==> config.mk <==
export PLATFORM = sky130hd
export DESIGN_NAME = dscp_host
export DESIGN_NICKNAME = d
export VERILOG_FILES = /design/src/design/dscp_pkg.sv /design/src/design/dscp_sync2.sv /design/src/design/dscp_tick_gen.sv /design/src/design/dscp_host.sv
export SDC_FILE = /design/constraint.sdc
export NUM_CORES = 1
export LEC_CHECK = 0
export ABC_AREA = 1
export BUFFER_PORTS_ARGS = -buffer_cell sky130_fd_sc_hd__clkbuf_2
export CORE_ASPECT_RATIO = 0.75
export CORE_MARGIN = 5
export CORE_UTILIZATION = 55
export CTS_BUF_LIST = sky130_fd_sc_hd__clkbuf_8 sky130_fd_sc_hd__clkbuf_16
export CTS_CLUSTER_DIAMETER = 30
export DETAILED_ROUTE_END_ITERATION = 16
export PLACE_DENSITY_LB_ADDON = 0.3
export SETUP_SLACK_MARGIN = 0.1
export SYNTH_ARGS = -nofsm -noshare
export SYNTH_HDL_FRONTEND = slang
export SYNTH_SLANG_ARGS = --single-unit
export TNS_END_PERCENT = 20
==> constraint.sdc <==
create_clock -name ref_clk_i -period 2.6 [get_ports ref_clk_i]
set_input_delay 0.26 -clock ref_clk_i [delete_from_list [all_inputs] [get_ports ref_clk_i]]
set_output_delay 0.26 -clock ref_clk_i [all_outputs]
set_load 0.02 [all_outputs]
==> src/design/dscp_pkg.sv <==
package dscp_pkg;

  // ----------------------------------------------------------------------
  // Timing
  // ----------------------------------------------------------------------
  localparam int CLK_PERIOD_NS      = 10;
  localparam int SCLK_MIN_PERIOD_NS = 50;  // Fastest serial clock, 20 MHz
  // Least half period in clock cycles, rounded up
  localparam int SCLK_HALF_MIN =
    (SCLK_MIN_PERIOD_NS + 2 * CLK_PERIOD_NS - 1) / (2 * CLK_PERIOD_NS);
  localparam int RST_PULSE_NS  = 100;
  localparam int RST_PULSE_CYC =
    (RST_PULSE_NS + CLK_PERIOD_NS - 1) / CLK_PERIOD_NS;
  localparam logic [7:0] DIV_RESET = 8'h04;

  // ----------------------------------------------------------------------
  // Controller registers on the Wishbone side (byte addresses)
  // ----------------------------------------------------------------------
  localparam logic [7:0] WB_CMD  = 8'h00;
  localparam logic [7:0] WB_TX   = 8'h04;
  localparam logic [7:0] WB_RX   = 8'h08;
  localparam logic [7:0] WB_STAT = 8'h0C;
  localparam logic [7:0] WB_CFG  = 8'h10;
  localparam logic [7:0] WB_DIV  = 8'h14;
  localparam int CMD_GO      = 0;
  localparam int CMD_RD      = 1;
  localparam int CMD_CNT     = 2;   // Two bits: byte count minus one
  localparam int CMD_PINRST  = 4;
  localparam int CMD_ADDR    = 16;  // Thirteen bits of start address
  localparam int STAT_BUSY   = 0;
  localparam int STAT_DONE   = 1;
  localparam int STAT_REFUSE = 2;
  localparam int STAT_MIRROR = 4;   // Three bits, same layout as CFG
  localparam int CFG_LINE    = 0;
  localparam int CFG_ORDER   = 1;
  localparam int CFG_LONG    = 2;

  // ----------------------------------------------------------------------
  // Device register map and fields
  // ----------------------------------------------------------------------
  localparam logic [12:0] DEV_PORT_CTRL = 13'h0000;
  localparam logic [12:0] DEV_DATA_PATH = 13'h0002;
  localparam logic [12:0] DEV_VERSION   = 13'h000D;
  localparam logic [12:0] DEV_CAL_SEL   = 13'h000E;
  localparam logic [12:0] DEV_CAL_CTRL  = 13'h000F;
  localparam logic [12:0] DEV_CAL_ADDR  = 13'h0010;
  localparam logic [12:0] DEV_CAL_VALUE = 13'h0011;
  localparam logic [12:0] DEV_TOP_ADDR  = 13'h001F;
  localparam int CTL_LINE_DIR  = 7;
  localparam int CTL_BIT_ORDER = 6;
  localparam int CTL_SOFT_RST  = 5;
  localparam int CTL_LONG_PRE  = 4;
  localparam int CTL_FULL_PD   = 3;
  localparam int CTL_SLEEP     = 2;
  localparam int CTL_MCLK_GATE = 1;
  localparam int CTL_EXT_REF   = 0;
  localparam logic [7:0] CTL_DEFAULT = 8'h80;
  localparam int DP_CODING    = 7;
  localparam int DP_LATCH_POL = 4;
  localparam int DP_SKEW_REMOVAL_STAGE    = 3;
  localparam int DP_CLK_TYPE  = 2;
  localparam int DP_CAL_CLK   = 0;

  // ----------------------------------------------------------------------
  // Framing
  // ----------------------------------------------------------------------
  localparam int INSTR_SHORT_BITS = 8;
  localparam int INSTR_LONG_BITS  = 16;
  localparam int BYTE_BITS        = 8;

  typedef enum logic [2:0] {
    ST_IDLE,
    ST_LEAD,
    ST_SHIFT,
    ST_TRAIL,
    ST_GAP,
    ST_RPULSE,
    ST_RGAP
  } dscp_state_t;

endpackage

==> src/design/dscp_sync2.sv <==
`timescale 1ns/100ps
module dscp_sync2 #(
  parameter int W = 2
) (
  input  logic         ref_clk_i,
  input  logic         rst_b_i,
  input  logic [W-1:0] d_i,
  output logic [W-1:0] q_o
);

  logic [W-1:0] meta_q;
  logic [W-1:0] q_q;

  // Two flops; only the second is read outside
  always_ff @(posedge ref_clk_i or negedge rst_b_i)
  begin
    if (!rst_b_i)
    begin
      meta_q <= '0;
      q_q    <= '0;
    end
    else
    begin
      meta_q <= d_i;
      q_q    <= meta_q;
    end
  end

  assign q_o = q_q;

endmodule

==> src/design/dscp_tick_gen.sv <==
`timescale 1ns/100ps
module dscp_tick_gen #(
  parameter int W = 8
) (
  input  logic         ref_clk_i,
  input  logic         rst_b_i,
  input  logic         run_i,
  input  logic [W-1:0] half_i,
  output logic         tick_o
);

  logic [W-1:0] cnt_q;
  logic [W-1:0] cnt_d;
  logic         tick_q;
  logic         tick_d;

  // One pulse per half period; restarts whenever run drops
  always_comb
  begin
    cnt_d  = cnt_q;
    tick_d = 1'b0;
    if (!run_i)
      cnt_d = '0;
    else if (cnt_q >= half_i - W'(1))
    begin
      cnt_d  = '0;
      tick_d = 1'b1;
    end
    else
      cnt_d = cnt_q + W'(1);
  end

  always_ff @(posedge ref_clk_i or negedge rst_b_i)
  begin
    if (!rst_b_i)
    begin
      cnt_q  <= '0;
      tick_q <= 1'b0;
    end
    else
    begin
      cnt_q  <= cnt_d;
      tick_q <= tick_d;
    end
  end

  assign tick_o = tick_q;

endmodule

==> src/design/dscp_host.sv <==
// Functional notes
// - Instruction bit seven: one reads, zero writes.
// - Bits six, five give one to four bytes.
// - Serial clock never faster than 20 MHz.
// - Drive on falling edge, sample on rising.
// - Select stays low for the whole frame.
// - Bit order follows control bit six, MSB default.
// - New port setup applies from next bit.
// - Use single-byte writes for port setup.
// - Line direction bit: one three-wire, default.
// - Long preamble: two bytes, thirteen address bits.
// - Instruction uses the first rising edges.
// - Reset pin pulse restarts at instruction phase.
`timescale 1ns/100ps
module dscp_host (
  input  logic        ref_clk_i,
  input  logic        rst_b_i,
  input  logic        wb_cyc_i,
  input  logic        wb_stb_i,
  input  logic        wb_we_i,
  input  logic [7:0]  wb_adr_i,
  input  logic [3:0]  wb_sel_i,
  input  logic [31:0] wb_dat_i,
  output logic [31:0] wb_dat_o,
  output logic        wb_ack_o,
  output logic        sclk_o,
  output logic        port_select_n_o,
  input  logic        sdio_i,
  output logic        sdio_o,
  output logic        sdio_oe_n_o,
  input  logic        sdo_i,
  output logic        port_reset_o
);

  // ----------------------------------------------------------------------
  // Declarations
  // ----------------------------------------------------------------------
  dscp_pkg::dscp_state_t state_q, state_d;
  logic        sclk_q, sclk_d, sel_n_q, sel_n_d, sdo_q, sdo_d;
  logic        oe_n_q, oe_n_d, prst_q, prst_d, ack_q, ack_d;
  logic [31:0] rdat_q, rdat_d, tx_q, tx_d, rx_q, rx_d;
  logic [7:0]  div_q, div_d, rcnt_q, rcnt_d, half_eff;
  logic        cmd_rd_q, cmd_rd_d, lng_q, lng_d;
  logic [1:0]  cmd_cnt_q, cmd_cnt_d, byte_q, byte_d, nx_byte;
  logic [12:0] cmd_addr_q, cmd_addr_d, cur_addr, new_addr;
  logic        line_q, line_d, order_q, order_d, long_q, long_d;
  logic        done_q, done_d, refused_q, refused_d;
  logic        isinst_q, isinst_d, nx_inst;
  logic [3:0]  bit_q, bit_d, nx_bit, iw_last;
  logic        tick, wb_req, wb_wr, cmd_wr, conflict, last_bit, reg0_hit;
  logic [1:0]  pin_s, new_cnt;
  logic [15:0] iword;
  logic [31:0] cmd_word;
  logic [7:0]  cur_tx_byte;
  logic        rx_bit;

  // ----------------------------------------------------------------------
  // Helpers
  // ----------------------------------------------------------------------
  // Merge a write under the Wishbone byte selects
  function automatic logic [31:0] merge_sel(input logic [31:0] old_v,
                                            input logic [31:0] new_v,
                                            input logic [3:0]  sel);
    logic [31:0] r;
    r = old_v;
    for (int i = 0; i < 4; i++)
      if (sel[i])
        r[8*i +: 8] = new_v[8*i +: 8];
    return r;
  endfunction

  // Wire bit for a frame position under the present bit order
  function automatic logic frame_bit(input logic        inst,
                                     input logic [3:0]  bitn,
                                     input logic [1:0]  byt,
                                     input logic        lsb,
                                     input logic [3:0]  wlast,
                                     input logic [15:0] iw,
                                     input logic [31:0] tx);
    logic [3:0] idx;
    logic [2:0] bidx;
    idx  = lsb ? bitn : wlast - bitn;
    bidx = lsb ? bitn[2:0] : 3'(dscp_pkg::BYTE_BITS - 1) - bitn[2:0];
    if (inst)
      return iw[idx];
    return tx[{byt, bidx}];
  endfunction

  // Pin inputs cross into the clock domain first
  dscp_sync2 #(.W(2)) u_sync (
    .ref_clk_i (ref_clk_i),
    .rst_b_i   (rst_b_i),
    .d_i       ({sdio_i, sdo_i}),
    .q_o       (pin_s)
  );

  // Never shorter than the 20 MHz half period
  assign half_eff = (div_q < 8'(dscp_pkg::SCLK_HALF_MIN)) ?
                    8'(dscp_pkg::SCLK_HALF_MIN) : div_q;

  dscp_tick_gen #(.W(8)) u_tick (
    .ref_clk_i (ref_clk_i),
    .rst_b_i   (rst_b_i),
    .run_i     (state_q != dscp_pkg::ST_IDLE),
    .half_i    (half_eff),
    .tick_o    (tick)
  );

  // ----------------------------------------------------------------------
  // Decode of the command write and the present frame position
  // ----------------------------------------------------------------------
  assign wb_req   = wb_cyc_i & wb_stb_i & ~ack_q;
  assign wb_wr    = wb_req & wb_we_i;
  assign cmd_wr   = wb_wr & (wb_adr_i == dscp_pkg::WB_CMD) & wb_sel_i[0];
  assign cmd_word = merge_sel(32'h0000_0000, wb_dat_i, wb_sel_i);
  assign new_cnt  = cmd_word[dscp_pkg::CMD_CNT +: 2];
  assign new_addr = cmd_word[dscp_pkg::CMD_ADDR +: 13];
  // Multibyte write that would reach the control register
  assign conflict = ~cmd_word[dscp_pkg::CMD_RD] & (new_cnt != 2'h0) &
                    (order_q ? (new_addr == dscp_pkg::DEV_PORT_CTRL)
                             : (new_addr <= 13'(new_cnt)));
  assign iw_last  = lng_q ? 4'(dscp_pkg::INSTR_LONG_BITS - 1)
                          : 4'(dscp_pkg::INSTR_SHORT_BITS - 1);
  // Read flag, byte count, then address
  assign iword    = lng_q ? {cmd_rd_q, cmd_cnt_q, cmd_addr_q}
                          : {8'h00, cmd_rd_q, cmd_cnt_q, cmd_addr_q[4:0]};
  assign last_bit = ~isinst_q & (bit_q == 4'(dscp_pkg::BYTE_BITS - 1));
  // Address the device uses for this data byte
  assign cur_addr = order_q ? cmd_addr_q + 13'(byte_q)
                            : cmd_addr_q - 13'(byte_q);
  assign reg0_hit = ~cmd_rd_q & (cur_addr == dscp_pkg::DEV_PORT_CTRL);
  assign cur_tx_byte = tx_q[{byte_q, 3'h0} +: 8];
  // Four-wire reads come back on the separate output pin
  assign rx_bit   = line_q ? pin_s[1] : pin_s[0];

  // Next position after a falling edge; instruction first
  always_comb
  begin
    nx_inst = isinst_q;
    nx_bit  = bit_q + 4'h1;
    nx_byte = byte_q;
    if (isinst_q && bit_q == iw_last)
    begin
      nx_inst = 1'b0;
      nx_bit  = 4'h0;
    end
    else if (last_bit)
    begin
      nx_bit  = 4'h0;
      nx_byte = byte_q + 2'h1;
    end
  end

  // ----------------------------------------------------------------------
  // Serial engine
  // ----------------------------------------------------------------------
  // Frame sequencer; clock and data pins change only on divider ticks, select falls and the reset pin moves without them
  always_comb
  begin
    state_d = state_q;     sclk_d  = sclk_q;     sel_n_d = sel_n_q;
    sdo_d   = sdo_q;       oe_n_d  = oe_n_q;     prst_d  = prst_q;
    rcnt_d  = rcnt_q;      rx_d    = rx_q;       lng_d   = lng_q;
    cmd_rd_d = cmd_rd_q;   cmd_cnt_d = cmd_cnt_q; cmd_addr_d = cmd_addr_q;
    line_d  = line_q;      order_d = order_q;    long_d  = long_q;
    done_d  = done_q;      refused_d = refused_q;
    isinst_d = isinst_q;   bit_d   = bit_q;      byte_d  = byte_q;
    case (state_q)
      dscp_pkg::ST_IDLE:
      begin
        sclk_d  = 1'b0;
        sel_n_d = 1'b1;
        oe_n_d  = 1'b1;
        if (wb_wr && wb_adr_i == dscp_pkg::WB_CFG && wb_sel_i[0])
        begin
          line_d  = wb_dat_i[dscp_pkg::CFG_LINE];
          order_d = wb_dat_i[dscp_pkg::CFG_ORDER];
          long_d  = wb_dat_i[dscp_pkg::CFG_LONG];
        end
        if (cmd_wr && cmd_word[dscp_pkg::CMD_PINRST])
        begin
          // High then low restarts the device port
          prst_d  = 1'b1;
          rcnt_d  = 8'h00;
          done_d  = 1'b0;
          state_d = dscp_pkg::ST_RPULSE;
        end
        else if (cmd_wr && cmd_word[dscp_pkg::CMD_GO])
        begin
          done_d    = 1'b0;
          refused_d = conflict;
          if (!conflict)
          begin
            cmd_rd_d   = cmd_word[dscp_pkg::CMD_RD];
            cmd_cnt_d  = new_cnt;
            cmd_addr_d = new_addr;
            lng_d      = long_q;
            isinst_d   = 1'b1;
            bit_d      = 4'h0;
            byte_d     = 2'h0;
            sel_n_d    = 1'b0;
            state_d    = dscp_pkg::ST_LEAD;
          end
        end
      end
      dscp_pkg::ST_LEAD:
        if (tick)
        begin
          sdo_d   = frame_bit(isinst_q, bit_q, byte_q, order_q, iw_last,
                              iword, tx_q);
          oe_n_d  = 1'b0;
          state_d = dscp_pkg::ST_SHIFT;
        end
      dscp_pkg::ST_SHIFT:
        if (tick && !sclk_q)
        begin
          sclk_d = 1'b1;
          // Rising edge: the device takes data, we take read data
          if (!isinst_q && cmd_rd_q)
            rx_d[{byte_q, (order_q ? bit_q[2:0]
                 : 3'(dscp_pkg::BYTE_BITS - 1) - bit_q[2:0])}] = rx_bit;
          // Track a control write the moment its last bit lands
          if (last_bit && reg0_hit)
          begin
            line_d  = cur_tx_byte[dscp_pkg::CTL_LINE_DIR];
            order_d = cur_tx_byte[dscp_pkg::CTL_BIT_ORDER];
            long_d  = cur_tx_byte[dscp_pkg::CTL_LONG_PRE];
          end
        end
        else if (tick)
        begin
          sclk_d = 1'b0;
          if (last_bit && byte_q == cmd_cnt_q)
            state_d = dscp_pkg::ST_TRAIL;
          else
          begin
            // Falling edge: launch the next bit
            isinst_d = nx_inst;
            bit_d    = nx_bit;
            byte_d   = nx_byte;
            sdo_d    = frame_bit(nx_inst, nx_bit, nx_byte, order_q,
                                 iw_last, iword, tx_q);
            // Release the shared line for three-wire reads
            oe_n_d   = ~nx_inst & cmd_rd_q & line_q;
          end
        end
      dscp_pkg::ST_TRAIL:
        if (tick)
        begin
          sel_n_d = 1'b1;
          oe_n_d  = 1'b1;
          done_d  = 1'b1;
          state_d = dscp_pkg::ST_GAP;
        end
      dscp_pkg::ST_GAP:
        if (tick)
          state_d = dscp_pkg::ST_IDLE;
      dscp_pkg::ST_RPULSE:
      begin
        rcnt_d = rcnt_q + 8'h01;
        if (rcnt_q == 8'(dscp_pkg::RST_PULSE_CYC - 1))
        begin
          prst_d  = 1'b0;
          state_d = dscp_pkg::ST_RGAP;
        end
      end
      dscp_pkg::ST_RGAP:
        if (tick)
        begin
          done_d  = 1'b1;
          state_d = dscp_pkg::ST_IDLE;
        end
      default:
        state_d = dscp_pkg::ST_IDLE;
    endcase
  end

  always_ff @(posedge ref_clk_i or negedge rst_b_i)
  begin
    if (!rst_b_i)
    begin
      state_q <= dscp_pkg::ST_IDLE; sclk_q <= 1'b0; sel_n_q <= 1'b1;
      sdo_q   <= 1'b0;  oe_n_q  <= 1'b1;  prst_q <= 1'b0;
      rcnt_q  <= 8'h00; rx_q    <= 32'h0000_0000; lng_q <= 1'b0;
      cmd_rd_q <= 1'b0; cmd_cnt_q <= 2'h0; cmd_addr_q <= 13'h0000;
      line_q  <= dscp_pkg::CTL_DEFAULT[dscp_pkg::CTL_LINE_DIR];
      order_q <= dscp_pkg::CTL_DEFAULT[dscp_pkg::CTL_BIT_ORDER];
      long_q  <= dscp_pkg::CTL_DEFAULT[dscp_pkg::CTL_LONG_PRE];
      done_q  <= 1'b0;  refused_q <= 1'b0;
      isinst_q <= 1'b1; bit_q <= 4'h0; byte_q <= 2'h0;
    end
    else
    begin
      state_q <= state_d; sclk_q <= sclk_d; sel_n_q <= sel_n_d;
      sdo_q   <= sdo_d;   oe_n_q <= oe_n_d; prst_q  <= prst_d;
      rcnt_q  <= rcnt_d;  rx_q   <= rx_d;   lng_q   <= lng_d;
      cmd_rd_q <= cmd_rd_d; cmd_cnt_q <= cmd_cnt_d; cmd_addr_q <= cmd_addr_d;
      line_q  <= line_d;  order_q <= order_d; long_q <= long_d;
      done_q  <= done_d;  refused_q <= refused_d;
      isinst_q <= isinst_d; bit_q <= bit_d; byte_q <= byte_d;
    end
  end

  // ----------------------------------------------------------------------
  // Wishbone slave
  // ----------------------------------------------------------------------
  // One wait-free answer a cycle after the strobe; TX frozen while busy
  always_comb
  begin
    ack_d  = wb_req;
    tx_d   = tx_q;
    div_d  = div_q;
    rdat_d = rdat_q;
    if (wb_wr && state_q == dscp_pkg::ST_IDLE && wb_adr_i == dscp_pkg::WB_TX)
      tx_d = merge_sel(tx_q, wb_dat_i, wb_sel_i);
    if (wb_wr && wb_adr_i == dscp_pkg::WB_DIV && wb_sel_i[0])
      div_d = wb_dat_i[7:0];
    if (wb_req && !wb_we_i)
      case (wb_adr_i)
        dscp_pkg::WB_CMD:
          rdat_d = {3'h0, cmd_addr_q, 12'h000, cmd_cnt_q,
                    cmd_rd_q, 1'b0};
        dscp_pkg::WB_TX:   rdat_d = tx_q;
        dscp_pkg::WB_RX:   rdat_d = rx_q;
        dscp_pkg::WB_STAT:
          rdat_d = {25'h0, long_q, order_q, line_q, 1'b0, refused_q,
                    done_q, state_q != dscp_pkg::ST_IDLE};
        dscp_pkg::WB_CFG:  rdat_d = {29'h0, long_q, order_q, line_q};
        dscp_pkg::WB_DIV:  rdat_d = {24'h0, div_q};
        default:           rdat_d = 32'h0000_0000;
      endcase
  end

  always_ff @(posedge ref_clk_i or negedge rst_b_i)
  begin
    if (!rst_b_i)
    begin
      ack_q  <= 1'b0;
      tx_q   <= 32'h0000_0000;
      div_q  <= dscp_pkg::DIV_RESET;
      rdat_q <= 32'h0000_0000;
    end
    else
    begin
      ack_q  <= ack_d;
      tx_q   <= tx_d;
      div_q  <= div_d;
      rdat_q <= rdat_d;
    end
  end

  assign wb_ack_o        = ack_q;
  assign wb_dat_o        = rdat_q;
  assign sclk_o          = sclk_q;
  assign port_select_n_o = sel_n_q;
  assign sdio_o          = sdo_q;
  assign sdio_oe_n_o     = oe_n_q;
  assign port_reset_o    = prst_q;

  // ----------------------------------------------------------------------
  // Checks
  // ----------------------------------------------------------------------
  logic [7:0] stab_q;
  logic [5:0] rises_q, exp_bits;
  // Helper counters: cycles since the clock pin moved, edges per frame
  always_ff @(posedge ref_clk_i or negedge rst_b_i)
  begin
    if (!rst_b_i)
    begin
      stab_q  <= 8'h00;
      rises_q <= 6'h00;
    end
    else
    begin
      stab_q  <= (sclk_d != sclk_q) ? 8'h00
               : (stab_q == 8'hFF) ? stab_q : stab_q + 8'h01;
      rises_q <= sel_n_q ? 6'h00
               : (sclk_d & ~sclk_q) ? rises_q + 6'h01 : rises_q;
    end
  end
  assign exp_bits = (lng_q ? 6'(dscp_pkg::INSTR_LONG_BITS)
                           : 6'(dscp_pkg::INSTR_SHORT_BITS))
                  + 6'(dscp_pkg::BYTE_BITS) * (6'(cmd_cnt_q) + 6'h01);

  a_sclk_half_min: assert property (@(posedge ref_clk_i) disable iff (!rst_b_i)
    $changed(sclk_q) |-> $past(stab_q) >= 8'(dscp_pkg::SCLK_HALF_MIN - 1))
    else $error("serial clock half period too short");
  a_data_on_fall: assert property (@(posedge ref_clk_i) disable iff (!rst_b_i)
    $changed(sdio_o) |-> !sclk_o)
    else $error("data changed while serial clock high");
  a_select_held: assert property (@(posedge ref_clk_i) disable iff (!rst_b_i)
    (state_q == dscp_pkg::ST_SHIFT) |-> !port_select_n_o && !port_reset_o)
    else $error("select released inside a frame");
  a_first_bit_rw: assert property (@(posedge ref_clk_i) disable iff (!rst_b_i)
    ($past(state_q) == dscp_pkg::ST_LEAD && state_q == dscp_pkg::ST_SHIFT
     && !lng_q && !order_q) |-> sdio_o == cmd_rd_q)
    else $error("first instruction bit is not the read flag");
  a_frame_length: assert property (@(posedge ref_clk_i) disable iff (!rst_b_i)
    $rose(port_select_n_o) |-> rises_q == exp_bits)
    else $error("frame edge count does not match instruction");
  a_cfg_tracks: assert property (@(posedge ref_clk_i) disable iff (!rst_b_i)
    (state_q == dscp_pkg::ST_SHIFT && tick && !sclk_q && last_bit && reg0_hit)
    |=> order_q == $past(cur_tx_byte[dscp_pkg::CTL_BIT_ORDER]))
    else $error("bit order mirror missed a control write");
  a_single_cfg: assert property (@(posedge ref_clk_i) disable iff (!rst_b_i)
    (state_q == dscp_pkg::ST_IDLE && cmd_wr && cmd_word[dscp_pkg::CMD_GO]
     && !cmd_word[dscp_pkg::CMD_PINRST] && conflict)
    |=> refused_q && state_q == dscp_pkg::ST_IDLE)
    else $error("multibyte control write was not refused");
  a_line_release: assert property (@(posedge ref_clk_i) disable iff (!rst_b_i)
    (state_q == dscp_pkg::ST_SHIFT && !isinst_q && cmd_rd_q && line_q)
    |-> sdio_oe_n_o)
    else $error("line driven during three-wire read data");
  a_reset_pulse: assert property (@(posedge ref_clk_i) disable iff (!rst_b_i)
    $rose(port_reset_o) |-> (port_reset_o && port_select_n_o) [*8])
    else $error("reset pin pulse too short or select low");

endmodule

==> summary.md, run 1 <==
The flow ran to the end, but the final reports show violations. The checks that failed: negative setup slack. Clock skew on the completed layout was measured at 13.05 ps. For the max-slew violation count, the log shows 0. The repair_antennas step left the layout with diodes totalling 0. For the post-synthesis instance area, the log shows 9953 sq um. The tools report the worst min-delay path endpoint as tx_q[8]$_DFFE_PN0P_.

The endpoint class of the critical path was a flop. The power per cell area works out to 735.2 nW/um^2. For the worst slew margin relative to its limit, the log shows 50.37%.

Row generation in the floorplan step produced 42 rows. In the global route stage, overall resource usage came out at 31.30%. The logs give -136.6 ps for the worst slack after detailed placement and 30.4% for the power share of the clock group. The logs give 3010 ps for the critical path data arrival time and 0 for the number of synthesis warnings. Subtracting the final worst setup slack from the clock period gives 2676 ps. Number of failing hold endpoints at the final stage: 0.

The filler cell count in the final layout came out at 1532. Setup violation total in the final timing report: 8. After detailed placement, the design holds a cell count of 1686.

For the pin with the worst max-slew slack, the measured transition is 738.3 ps. After synthesis the netlist holds a flip-flop and latch count of 163. The portion of the post-synthesis area used by sequential elements is 41.04%. Across the VDD grid, the largest voltage drop is 440.9 uV. Detailed routing inserted a total of 9868 vias. The startpoint identified for the worst register-to-register timing path is byte_q[1]$_DFFE_PN0P_. The average routed wire per standard cell was 18.68 um; the vertical die dimension was 126.5 um.

Summed over all cells, the static leakage comes to 5.637 nW. Counting flops with an async set or reset pin after synthesis yields a share of 100.0%. TritonCTS built the clock tree.

The logs give -76.14 ps for the setup slack of the critical path after layout and 1008 for the first-iteration detailed-routing DRC count. The count of buffers added on input and output ports is 88. The number of search-and-repair iterations in the first detailed-routing pass is 5.

In this run the number of H-tree levels came out at 4. The logs give 1542 for the net total in the final layout and 2930 ps for the required time of the worst setup path. The clock transition at the register clock pins on the worst setup and hold paths after CTS is 70 ps, and the TritonCTS sink count is 163. Wires add up to 32.15 mm. Sequential cells account for 33.9% of the total power. Timing would allow up to 373.7 MHz. The wire length of the first global-routing pass came out at 50.80 mm. The area of the core was 17710 sq um; the placer's final routability congestion estimate was 1.019. The run gives 2 as the maximum clock insertion buffer count.

Summed over all nets, the switching power comes to 3.559 mW. The final critical-path share of the clock period was 102.9%; the aggregate global routing overflow was 0. Counting instances, the worst hold path has a depth of 2. In the final layout, the share of cells above drive strength 1 is 20.01%.

The worst hold path belongs to the class in -> reg. Once the floorplan was initialized, standard cells occupied 56.20% of the core. The share of synthesized area in the top cell type comes to 39.72%. A synthesized cell averages 7.529 sq um. The run gives 89 as the top-level port count.

The total CTS buffers is 17. Among all flip-flop cells after synthesis, the most frequent one is sky130_fd_sc_hd__dfrtp_1. The count of max-cap constraint violations was 0.

The average via count per standard cell is 5.734. Setup repair after global routing could not meet its margin everywhere. The tools report the clock insertion delay at the later pin of the skew report as 450 ps. The layout overhead on the synthesized area is 19.01%, and the largest net degree at the start of global routing is 74. The internal reg-to-reg setup slack was -80 ps; the share of power burned in combinational logic was 35.7%. The tools report the placed wire-length estimate after detailed placement as 24.71 mm. Measured in cells, the most critical reg-to-reg path has a length of 19.

After detailed routing, the number of remaining DRC violations is 0. The net switching share of the total power was 40.87%; the post-CTS setup buffer count was 0. The floorplan step defined a die boundary enclosing 20910 sq um.

The synthesized design contains 0 enable-type register cells. Hold timing on the final database bottoms out at a slack of 47.54 ps. The number of distinct standard cells referenced by the synthesized netlist was 53; the internal power was 5.150 mW. Synthesis handed over a netlist of 1322 instances. The clock root buffer master was sky130_fd_sc_hd__clkbuf_16. The reg-to-reg critical path endpoint was long_q$_DFFE_PN0P_. The number of antenna violations at the first check in global routing is 0. The critical path is of the reg -> reg type.

Yosys attributes the largest share of cell area to sky130_fd_sc_hd__dfrtp_1 40%, sky130_fd_sc_hd__nand2_1 14%, sky130_fd_sc_hd__o21ai_0 5.7%. In this run the horizontal extent of the chip is 165.3 um. STA classifies the critical path startpoint as a flop. In this run the remaining antenna-violating nets after routing total 0.

The run gives 9582 as the via count of the first global-routing pass. Once layout is complete, the cells apart from fillers number 1721. The startpoint of the worst hold path is wb_dat_i[8].

The leading area contributor after synthesis is sky130_fd_sc_hd__dfrtp_1. Counting every net in the synthesized netlist gives 1398. The largest driver fanout on the critical path came out at 4.
worst max-delay path: stages (launching register included):
cell	delay, ps
sky130_fd_sc_hd__dfrtp_2	390
sky130_fd_sc_hd__clkinv_4	60
sky130_fd_sc_hd__ha_4	270
sky130_fd_sc_hd__inv_2	30
sky130_fd_sc_hd__o21ai_2	120
sky130_fd_sc_hd__inv_1	70
sky130_fd_sc_hd__fa_1	500
sky130_fd_sc_hd__nand3b_1	70
sky130_fd_sc_hd__nor2_1	100
sky130_fd_sc_hd__nand3_1	80
sky130_fd_sc_hd__nor2_1	100
sky130_fd_sc_hd__nand3_1	70
sky130_fd_sc_hd__nor3_1	130
sky130_fd_sc_hd__nand3_1	90
sky130_fd_sc_hd__nor2_1	90
sky130_fd_sc_hd__nand2_1	110
sky130_fd_sc_hd__nand2_2	120
sky130_fd_sc_hd__nand2_2	70
sky130_fd_sc_hd__nand2_1	60
sky130_fd_sc_hd__nand2_1	40
metal layers:
layer	wire length, um	global-route usage (%)	up-vias	part of all wire (%)
li1	-	-	4652	-
met1	13390	43.40	4637	42
met5	0	0	-	0
met2	14220	48.37	499	44
met4	1066	11.01	0	3.3
met3	3482	7.425	80	11
synth_stat cells, types with 5 or more instances:
| library cell | count |
|---|---|
| sky130_fd_sc_hd__ha_1 | 24 |
| sky130_fd_sc_hd__nand3b_1 | 7 |
| sky130_fd_sc_hd__o31ai_1 | 7 |
| sky130_fd_sc_hd__clkbuf_1 | 22 |
| sky130_fd_sc_hd__nor2_4 | 5 |
| sky130_fd_sc_hd__clkinv_1 | 6 |
| sky130_fd_sc_hd__a21oi_1 | 38 |
| sky130_fd_sc_hd__nor3_2 | 5 |
| sky130_fd_sc_hd__nor3_1 | 12 |
| sky130_fd_sc_hd__inv_2 | 16 |
| sky130_fd_sc_hd__dfrtp_1 | 158 |
| sky130_fd_sc_hd__o22ai_1 | 25 |
| sky130_fd_sc_hd__buf_4 | 5 |
| sky130_fd_sc_hd__nand3_1 | 89 |
| sky130_fd_sc_hd__inv_1 | 132 |
| sky130_fd_sc_hd__nand4_1 | 18 |
| sky130_fd_sc_hd__o21a_1 | 11 |
| sky130_fd_sc_hd__mux2_2 | 24 |
| sky130_fd_sc_hd__xor2_1 | 14 |
| sky130_fd_sc_hd__buf_2 | 9 |
| sky130_fd_sc_hd__mux2i_1 | 18 |
| sky130_fd_sc_hd__nand2_2 | 8 |
| sky130_fd_sc_hd__nor2_1 | 111 |
| sky130_fd_sc_hd__o21ai_0 | 113 |
| sky130_fd_sc_hd__o21ai_1 | 12 |
| sky130_fd_sc_hd__dfstp_2 | 5 |
| sky130_fd_sc_hd__a221oi_1 | 8 |
| sky130_fd_sc_hd__a31oi_1 | 5 |
| sky130_fd_sc_hd__nand2_1 | 373 |
sequential cells by signal, indices dropped and copies added, names as in the netlist, 4 cells and up:
register and cells:
rcnt_q 8, tx_q 32, wb_dat_o 32, u_tick.cnt_q 8, div_q 8, bit_q 4
cmd_addr_q 13, rx_q 32
what timing repair did:
| action | CTS | global route |
|---|---|---|
| endpoints found under the hold margin | 73 | 0 |
| gates resized for setup | 4 | 20 |
| endpoints found under the setup margin | 11 | 13 |
| pin swaps | 2 | 3 |
| hold buffers | 3 | 0 |
cells in the final DEF, fill, tap and decap left out, types with 4 or more instances in the layout:
| cell type | n |
|---|---|
| sky130_fd_sc_hd__inv_2 | 20 |
| sky130_fd_sc_hd__buf_4 | 70 |
| sky130_fd_sc_hd__ha_1 | 22 |
| sky130_fd_sc_hd__nor2_2 | 7 |
| sky130_fd_sc_hd__clkinv_1 | 5 |
| sky130_fd_sc_hd__mux2_2 | 24 |
| sky130_fd_sc_hd__nor2_1 | 107 |
| sky130_fd_sc_hd__nor3_1 | 11 |
| sky130_fd_sc_hd__clkinv_8 | 4 |
| sky130_fd_sc_hd__inv_1 | 128 |
| sky130_fd_sc_hd__nand3b_1 | 7 |
| sky130_fd_sc_hd__a221oi_1 | 8 |
| sky130_fd_sc_hd__nor3_2 | 6 |
| sky130_fd_sc_hd__nand4_1 | 18 |
| sky130_fd_sc_hd__a21oi_1 | 37 |
| sky130_fd_sc_hd__o21ai_0 | 111 |
| sky130_fd_sc_hd__nand2_1 | 369 |
| sky130_fd_sc_hd__inv_8 | 6 |
| sky130_fd_sc_hd__mux2i_1 | 17 |
| sky130_fd_sc_hd__clkbuf_16 | 17 |
| sky130_fd_sc_hd__dfrtp_1 | 156 |
| sky130_fd_sc_hd__o22ai_1 | 25 |
| sky130_fd_sc_hd__a31oi_1 | 5 |
| sky130_fd_sc_hd__nor2_4 | 6 |
| sky130_fd_sc_hd__dfstp_2 | 5 |
| sky130_fd_sc_hd__o21ai_1 | 13 |
| sky130_fd_sc_hd__nand2_2 | 11 |
| sky130_fd_sc_hd__xor2_1 | 14 |
| sky130_fd_sc_hd__clkbuf_2 | 87 |
| sky130_fd_sc_hd__o31ai_1 | 6 |
| sky130_fd_sc_hd__nand3_1 | 87 |
| sky130_fd_sc_hd__o21a_1 | 11 |
power groups by stage:
stage | clock [mW] | sequential (mW) | combinational, mW
6_report | 2.65 | 2.95 | 3.11
5_1_grt | 2.79 | 2.98 | 3.38
4_1_cts | 2.67 | 2.95 | 3.01
3_5_place_dp | 0 | 2.99 | 3.00
3_3_place_gp | 0 | 2.99 | 2.97
2_1_floorplan | 0 | 2.98 | 1.90
how the worst max path moves through the flow:
stage,from,end,slack (ps)
2_1_floorplan,byte_q[0]$_DFFE_PN0P_,long_q$_DFFE_PN0P_,-80
3_3_place_gp,byte_q[1]$_DFFE_PN0P_,long_q$_DFFE_PN0P_,-100
3_5_place_dp,byte_q[1]$_DFFE_PN0P_,long_q$_DFFE_PN0P_,-140
4_1_cts,div_q[2]$_DFFE_PN1P_,u_tick.cnt_q[3]$_DFF_PN0_,-100
5_1_grt,byte_q[1]$_DFFE_PN0P_,long_q$_DFFE_PN0P_,-350
6_report,byte_q[1]$_DFFE_PN0P_,long_q$_DFFE_PN0P_,-80
cells by family after synthesis:
group | count (synthesis) | synth area share (%)
DFF | 163 | 41.04
xor gates and xnor gates | 21 | 2.150
and+or+nand+nor | 644 | 27.87
muxes | 42 | 4.525
buffers and inverters | 194 | 7.869
AOI/OAI and AO/OA | 233 | 13.33
adders and majority gates | 25 | 3.218
through the flow:
step,utilization [%],total power [mW],cell area [sq um],TNS (ps)
after detailed placement,62.70,5.989,11100,-691.6
after floorplan,-,4.882,9980,-192.1
after CTS,66.50,8.635,11780,-787.6
after global routing,66.89,9.156,11850,-2072
final,66.89,8.709,11850,-251.4
after global placement,62.70,5.961,11100,-266.1
layout make-up:
type,instances,area (sq um),share of cell area (%)
tap,242,302.8,2.556
multi-input combinational,965,5182,43.75
clock inverter,15,203.9,1.722
timing repair buffer,164,1054,8.894
sequential,163,4088,34.51
inverter,155,589.3,4.975
clock buffer,17,425.4,3.591
Power figures use the tool's default switching activity.
==> run 2: changes to the inputs <==
RECOVER_POWER = 50   (was unset)
==> run 2 against run 1 <==
Sequential power hardly changed. Largest cell class unchanged. The flow finishes with violations (max-capacitance violations, max-slew violations, negative setup slack). Register-to-register slack hardly changed. Flip-flop and latch count stayed put. Largest power group unchanged.
==> summary.md, run 2 (synthesized netlist as in run 1, its figures left out) <==
The flow ran to the end, but the final reports show violations. The final reports fail on max-capacitance violations, max-slew violations, negative setup slack. The run gives 1.019 as the placer's final routability congestion estimate.

The placed instances occupy a cell area of 11100 sq um. The logs give 5 for the number of search-and-repair iterations in the first detailed-routing pass and 163 for the TritonCTS sink count. The count of cells along the worst register-to-register path was 19; the total CTS buffers was 17. STA classifies the critical path startpoint as a flop.

Leaving out fill and tap cells, the most frequent cells in the layout are 369 x sky130_fd_sc_hd__nand2_1, 156 x sky130_fd_sc_hd__dfrtp_1, 128 x sky130_fd_sc_hd__inv_1, 111 x sky130_fd_sc_hd__o21ai_0, 107 x sky130_fd_sc_hd__nor2_1. The initialized floorplan defines 42 standard-cell rows. The setup check on the worst reg-to-reg path leaves a slack of -80 ps. Dividing total power by cell area gives a power density of 738.5 nW/um^2.

The logs give 32.12 mm for the wire length reported by the detailed router and 5.508 nW for the leakage power summed over all cells. The first global-routing pass estimated 50.80 mm of wire. The signal on the critical path passes through clkinv_4 > ha_4 > inv_2 > o21ai_2 > inv_1 > fa_1 > nand3b_1 > nor2_1 > nand3_1 > nor2_1 > nand3_1 > nor3_1 > nand3_1 > nor2_1 > nand2_1 > nand2_2 > nand2_2 > nand2_1 > nand2_1. The sequential cells in the finished layout cover a total of 4088 sq um.

TritonCTS built the clock tree. For the net total in the final layout, the log shows 1542. The startpoint identified for the worst register-to-register timing path is byte_q[1]$_DFFE_PN0P_.

The run gives 1 as the count of max-cap constraint violations. The via count of the routed design was 9877; the number of antenna violations at the first check in global routing was 0. The post-CTS setup buffer count was 0. The required time of the worst setup path was 2930 ps; the minimum clock period was 2681 ps. For this block, the initial DRC count from the detailed router was 1004. In the final timing run, aggregate negative setup slack is -246.2 ps.

89 I/O pins were placed. The clock root buffer master is sky130_fd_sc_hd__clkbuf_16. On the critical path the largest part of the delay comes from simple AND/OR/NAND/NOR gates. The run gives 0 as the remaining design rule violation count.

The worst-case IR drop observed on VDD is 441.4 uV. The setup skew after layout was 11.63 ps. The worst pin sits at a relative slew slack of -17.82%. The setup slack of the critical path after layout is -80.56 ps, and the slew at the pin closest to its max-slew limit is 1767 ps.

The run gives 50.62 ps as the final-layout worst hold slack. Setup repair after global routing could not meet its margin everywhere. Depth of the worst hold-timing path: 2. The worst hold path begins at wb_dat_i[8].

Global routing consumed, over all layers together, 31.30% of the routing resources. The floorplan die area was 20910 sq um; the multi-input gate area in the final layout was 5177 sq um. On the worst path, the slowest cell contributes a delay of 500 ps.

The commonest non-fill, non-tap cell in the layout is sky130_fd_sc_hd__nand2_1. The final design area excluding fillers was 11770 sq um. The tools report the largest net degree at the start of global routing as 74. The endpoint identified for the worst register-to-register timing path is long_q$_DFFE_PN0P_. For this configuration, the core starts out at a cell density of 56.20%. The endpoint class of the critical path is a flop. The logs give 74 for the max-slew violation count and 0 for the aggregate global routing overflow. Clock transition at the register clock pins on the worst setup and hold paths after CTS: 70 ps. The maximum clock insertion buffer count was 2; the area of the core was 17710 sq um. The worst min-delay path endpoint was tx_q[8]$_DFFE_PN0P_.

The largest driver fanout on the critical path is 4. The filler cells instantiated in the layout total 1562. The post-route netlist has 17.65% of its cells at a drive strength greater than 1.

In this run the vertical extent of the chip is 126.5 um. From left edge to right edge, the die measures 165.3 um. Dividing the detail-routed wire length by the instance count gives 18.66 um.

Counting both buffers and inverters, the worst setup path holds a total of 3. At the later pin of the worst-skew pair, clock insertion delay measures 440 ps. The total power came out at 8.692 mW. For the number of H-tree levels, the log shows 4. The critical path is of the reg -> reg type. 0 antenna diodes ended up in the layout.

Once detail routing completed, the nets flagged for antenna violations numbered 0. The tools report the via count of the first global-routing pass as 9582. The number of failing hold endpoints at the final stage was 0. The count of port buffers added during placement is 88, and the critical path data arrival time is 3010 ps. The final critical-path share of the clock period is 103.1%, and the highest clock frequency the design can meet is 373.1 MHz.

After detailed routing, the number of vias per cell comes to 5.739. The layout overhead on the synthesized area came out at 18.25%. The kind of path behind the tightest hold check is in -> reg. Placed wire-length estimate after detailed placement: 24.71 mm. The run gives 8 as the setup violation total in the final timing report.

For this design, the slowest cell found on the critical path is sky130_fd_sc_hd__fa_1.
[run 2: how the worst max path moves through the flow]
stage / from / cells past startpoint / endpoint
6_report: byte_q[1]$_DFFE_PN0P_ / 19 / long_q$_DFFE_PN0P_
3_3_place_gp: byte_q[1]$_DFFE_PN0P_ / 19 / long_q$_DFFE_PN0P_
5_1_grt: byte_q[1]$_DFFE_PN0P_ / 19 / long_q$_DFFE_PN0P_
4_1_cts: div_q[2]$_DFFE_PN1P_ / 12 / u_tick.cnt_q[3]$_DFF_PN0_
2_1_floorplan: byte_q[0]$_DFFE_PN0P_ / 20 / long_q$_DFFE_PN0P_
3_5_place_dp: byte_q[1]$_DFFE_PN0P_ / 19 / long_q$_DFFE_PN0P_
[run 2: power breakdown]
group          switching (mW)  internal (mW)  total (mW)
registers               0.207           2.75        2.95
clock network            1.24           1.41        2.64
logic                    2.10          0.989        3.09
total                    3.55           5.14        8.69
[run 2: through the flow]
step	std cells	setup slack, ps	util [%]
floorplan	1322	-77.16	-
global placement	1686	-102.6	62.70
detailed placement	1686	-136.6	62.70
CTS	1721	-99.22	66.50
global route	1721	-348.4	66.46
finish	1721	-80.56	66.46
[run 2: final cells by class]
| cell class | count | share of cell area (%) |
|---|---|---|
| multi-input cells | 965 | 43.99 |
| flip-flops and latches | 163 | 34.73 |
| repair buffers | 164 | 8.356 |
| inverters | 155 | 5.007 |
| clock buffers | 17 | 3.614 |
| well taps | 242 | 2.573 |
| clock inverters | 15 | 1.733 |
[run 2: worst register-to-register path, delay by kind of cell (launching register included)]
kind / cells / cell delay, ps
simple gates: 13 / 1120
flops: 1 / 390
fa+ha+maj: 2 / 770
buf+inv: 3 / 160
compound gates: 1 / 120
[run 2: per-layer routing]
layer | global-route usage (%) | routed length, um | vias to the layer above
li1 | - | - | 4652
met1 | 43.40 | 13550 | 4606
met2 | 48.37 | 14160 | 531
met3 | 7.425 | 3401 | 88
met4 | 11.01 | 1010 | 0
met5 | 0 | 0 | -
[run 2: timing repair]
item,CTS,global route
hold buffers,3,0
pin swaps,2,3
endpoints found under the setup margin,11,13
resized for setup,4,20
endpoints found under the hold margin,73,0
==> run 3: changes to the inputs <==
ABC_AREA = unset   (was 1)
==> run 3 against run 2 <==
The run ends with negative setup slack left. Wire length rose by 0.92%. Sequential power about the same. Maximum frequency decreased by 19%. Clock-buffer cell count up 1. Combinational power up 40%. Register-to-register slack worse by 630 ps. Worst setup slack worse by 630 ps. Highest routed layer unchanged. Synthesized cell count fell by 17%. Final cell count decreased by 9.3%. Via count decreased by 2.0%. Clock skew grew 2.5 ps. Hold slack lost 2.1 ps.
==> summary.md, run 3 <==
In the routed design, unresolved DRC markers number 0. In this run, distinct cell masters in the synthesized netlist total 79. The top cell types in the final layout, fill and taps aside, are 158 x sky130_fd_sc_hd__dfrtp_1, 150 x sky130_fd_sc_hd__buf_4, 138 x sky130_fd_sc_hd__nand2_1, 106 x sky130_fd_sc_hd__o21ai_0, 96 x sky130_fd_sc_hd__mux2_2. The tools report the via count of the first global-routing pass as 9442.

The tools report the internal power as 5.907 mW. After synthesis, the most frequently instantiated cells are 158 x sky130_fd_sc_hd__dfrtp_1, 141 x sky130_fd_sc_hd__nand2_1, 108 x sky130_fd_sc_hd__o21ai_0. The tools report the total power as 9.807 mW.

The initialized floorplan defines 43 standard-cell rows. The leakage power summed over all cells was 5.856 nW. For the total cell area at the placement stage, the log shows 12060 sq um. The worst setup path is of the reg -> reg kind.

Entering global routing, the biggest net connects 96 pins. Dividing total power by cell area gives a power density of 758.5 nW/um^2. The top-level port count is 89, and the largest driver fanout on the critical path is 5. For this block, the initial DRC count from the detailed router was 1188.

The tools report the wire length of the first global-routing pass as 51.55 mm. The startpoint type of the worst setup path was a flop. Across the run, the number of max-cap violations was 0. The clock transition at the register clock pins on the worst setup and hold paths after CTS works out to 70 ps. The required time of the worst setup path was 2930 ps; the final critical-path share of the clock period was 127.5%. The detail route stage leaves a number of antenna-violating nets equal to 0.

The run gives 3.900 mW as the total net switching power. Power share of the clock group: 26.0%. The share of total power dissipated in combinational logic is 44.2%.

The average routed wire per standard cell is 20.77 um. The leading area contributor after synthesis is sky130_fd_sc_hd__dfrtp_1. Of the total power, registers draw 29.9%. The run finished, with violations left. Final hold analysis gives a worst-case slack of 48.49 ps.

Leaving out fill and tap cells, the most frequent cell in the layout is sky130_fd_sc_hd__dfrtp_1. The TritonCTS sink count was 163. Most frequently used flop master after synthesis: sky130_fd_sc_hd__dfrtp_1. Each instance of the synthesized netlist takes up on average 9.451 sq um. The logs give 0 for the number of antenna violations at the first check in global routing and 39.29% for the portion of the post-synthesis area used by sequential elements. The layout overhead on the synthesized area came out at 24.37%.

Data on the critical path arrives at its endpoint at 3640 ps. The logs give 1376 for the net total in the final layout and 14.17 ps for the setup skew after layout. The most common cell in the synthesized netlist was sky130_fd_sc_hd__dfrtp_1. The effective utilization at floorplan was 56.17%; the maximum clock insertion buffer count was 2. The post-synth net total came out at 1176. The endpoint class of the critical path was a flop.

The root buffer cell chosen for the clock tree is sky130_fd_sc_hd__clkbuf_16. Of the cells placed in the final design, the portion with a size suffix greater than 1 is 32.06%. In this run the number of H-tree levels came out at 4. The count of port buffers added during placement is 88. The tools report the maximum vdd drop as 404.8 uV.

Setup repair after global routing could not meet its margin everywhere. Global routing used 30.16% of the available tracks across all layers. The number of failing hold endpoints at the final stage was 0.

Counting every instance in the synthesized netlist gives 1100. For the max-slew violation count, the log shows 0. Headroom to the max-slew limit came out at 2.180%. TritonCTS built the clock tree.

Of the total power, the share spent switching nets is 39.77%. Summing over every cut layer, the via total after detailed routing is 9680. In the synthesized netlist the async set-or-reset flop fraction comes to 100.0%. Worst slack after detailed placement: -788.0 ps.

For the setup slack of the critical path after layout, the log shows -715.0 ps. The number of enable flip-flop cells after synthesis was 0; the minimum clock period was 3315 ps. In this run the worst hold path is classified as in -> reg.

The clock insertion delay at the later pin of the skew report is 450 ps, and the placer's final routability congestion estimate is 1.015. The pre-antenna-repair detailed-routing pass consisted of 5 iterations. From bottom edge to top edge, the die measures 129.1 um. Summed over all nets, the half-perimeter wirelength after detailed placement is 24.10 mm. Area of the core: 18510 sq um. Yosys attributes the largest share of cell area to sky130_fd_sc_hd__dfrtp_1 38%, sky130_fd_sc_hd__mux2_2 11%, sky130_fd_sc_hd__o21ai_0 5.2%.

Counting flops and latches in the post-synthesis netlist gives 163. The die covers 21780 sq um. For the post-route setup TNS, the log shows -5423 ps.

In this run the horizontal extent of the chip is 168.8 um. The final design area excluding fillers came out at 12930 sq um. Yosys printed 0 warnings.

The final reports fail on negative setup slack. Highest clock frequency the design can meet: 301.7 MHz. Summing every instance area after synthesis gives 10400 sq um. After detailed routing, the number of vias per cell comes to 6.201. The wire length reported by the detailed router was 32.42 mm; the slew at the pin closest to its max-slew limit was 1467 ps. TritonCTS created 17 clock buffers.

Setup violations remaining at the end of the flow were counted as 13. The share of Yosys cell area claimed by the top area cell type came out at 38.03%. The aggregate global routing overflow came out at 0.
run 3: cell count changes after synthesis, moves of 15 or more:
| cell | before | now |
|---|---|---|
| sky130_fd_sc_hd__nand3_1 | 89 | 23 |
| sky130_fd_sc_hd__mux4_2 | 0 | 17 |
| sky130_fd_sc_hd__clkbuf_1 | 22 | 44 |
| sky130_fd_sc_hd__a22oi_1 | 0 | 20 |
| sky130_fd_sc_hd__o22ai_1 | 25 | 7 |
| sky130_fd_sc_hd__inv_1 | 132 | 20 |
| sky130_fd_sc_hd__nor2_1 | 111 | 91 |
| sky130_fd_sc_hd__inv_2 | 16 | 1 |
| sky130_fd_sc_hd__mux2i_1 | 18 | 39 |
| sky130_fd_sc_hd__xnor2_1 | 3 | 19 |
| sky130_fd_sc_hd__mux2_2 | 24 | 97 |
| sky130_fd_sc_hd__nand2_1 | 373 | 141 |
run 3: kinds of logic (layout without fill, tap and decap cells):
logic type	after synthesis	after routing	synth area share, %
buf+inv	87	300	3.406
flops	163	163	39.29
other cells	0	1	0
mux	153	153	17.94
fa+ha+maj	25	25	3.081
xor+xnor	30	30	2.527
simple gates	378	378	17.78
compound gates	264	264	15.97
run 3: power groups by stage:
| stage | sequential (mW) | combinational [mW] | clock, mW |
|---|---|---|---|
| floorplan | 2.94 | 2.44 | 0 |
| global placement | 2.96 | 3.89 | 0 |
| detailed placement | 2.96 | 3.95 | 0 |
| CTS | 2.91 | 4.04 | 2.56 |
| global route | 2.96 | 4.63 | 2.70 |
| finish | 2.93 | 4.33 | 2.55 |
run 3: layout make-up:
type | count | area (sq um)
multi-input combinational | 850 | 6202
fill | 1424 | 5578
clock buffer | 18 | 439.2
inverter | 21 | 91.34
timing repair buffer | 247 | 1644
clock inverter | 14 | 156.4
tap | 247 | 309.0
sequential | 163 | 4085
antenna | 1 | 2.502
run 3: path summary, 6_finish.rpt:
kind	from	endpoint	slack [ps]	cells past startpoint
worst min register to register	u_sync.meta_q[1]$_DFF_PN0_	u_sync.q_o[1]$_DFF_PN0_	350	0
worst max register to register	byte_q[0]$_DFFE_PN0P_	long_q$_DFFE_PN0P_	-720	13
min in group asynchronous	rst_b_i	rcnt_q[3]$_DFFE_PN0P_	690	2
worst min-delay path	wb_dat_i[15]	tx_q[15]$_DFFE_PN0P_	50	2
max in group asynchronous	rst_b_i	rx_q[26]$_DFFE_PN0P_	380	3
worst max-delay path	byte_q[0]$_DFFE_PN0P_	long_q$_DFFE_PN0P_	-720	13
run 3: critical path: stages, from the launching register on:
cell,delay [ps]
sky130_fd_sc_hd__dfrtp_1,420
sky130_fd_sc_hd__buf_4,160
sky130_fd_sc_hd__buf_4,130
sky130_fd_sc_hd__ha_1,200
sky130_fd_sc_hd__inv_1,90
sky130_fd_sc_hd__fa_2,240
sky130_fd_sc_hd__nor2b_4,50
sky130_fd_sc_hd__o31a_1,370
sky130_fd_sc_hd__or2_4,300
sky130_fd_sc_hd__a31oi_2,260
sky130_fd_sc_hd__xnor2_2,130
sky130_fd_sc_hd__a2111oi_4,370
sky130_fd_sc_hd__a31oi_4,160
sky130_fd_sc_hd__mux2_4,320
run 3: timing repair:
item                                    in CTS  in global routing
endpoints found under the hold margin       24                  0
endpoints found under the setup margin      21                 38
resized for setup                           21                 30
hold buffers                                 3                  0
buffers inserted                             6                  4
pin swaps                                   25                 20
run 3: routing by layer:
layer  vias up  wire, um  GRT usage, %
li1       4426         -             -
met1      4720     13810         42.35
met2       470     14350         45.52
met3        64      3459         9.424
met4         0       792         8.731
met5         -         0             0
run 3: metrics by stage:
step	util, %	instances
after floorplan	-	1100
after detailed placement	65.14	1515
final	69.86	1561
after global routing	69.85	1560
after CTS	69.26	1556
after global placement	65.14	1515
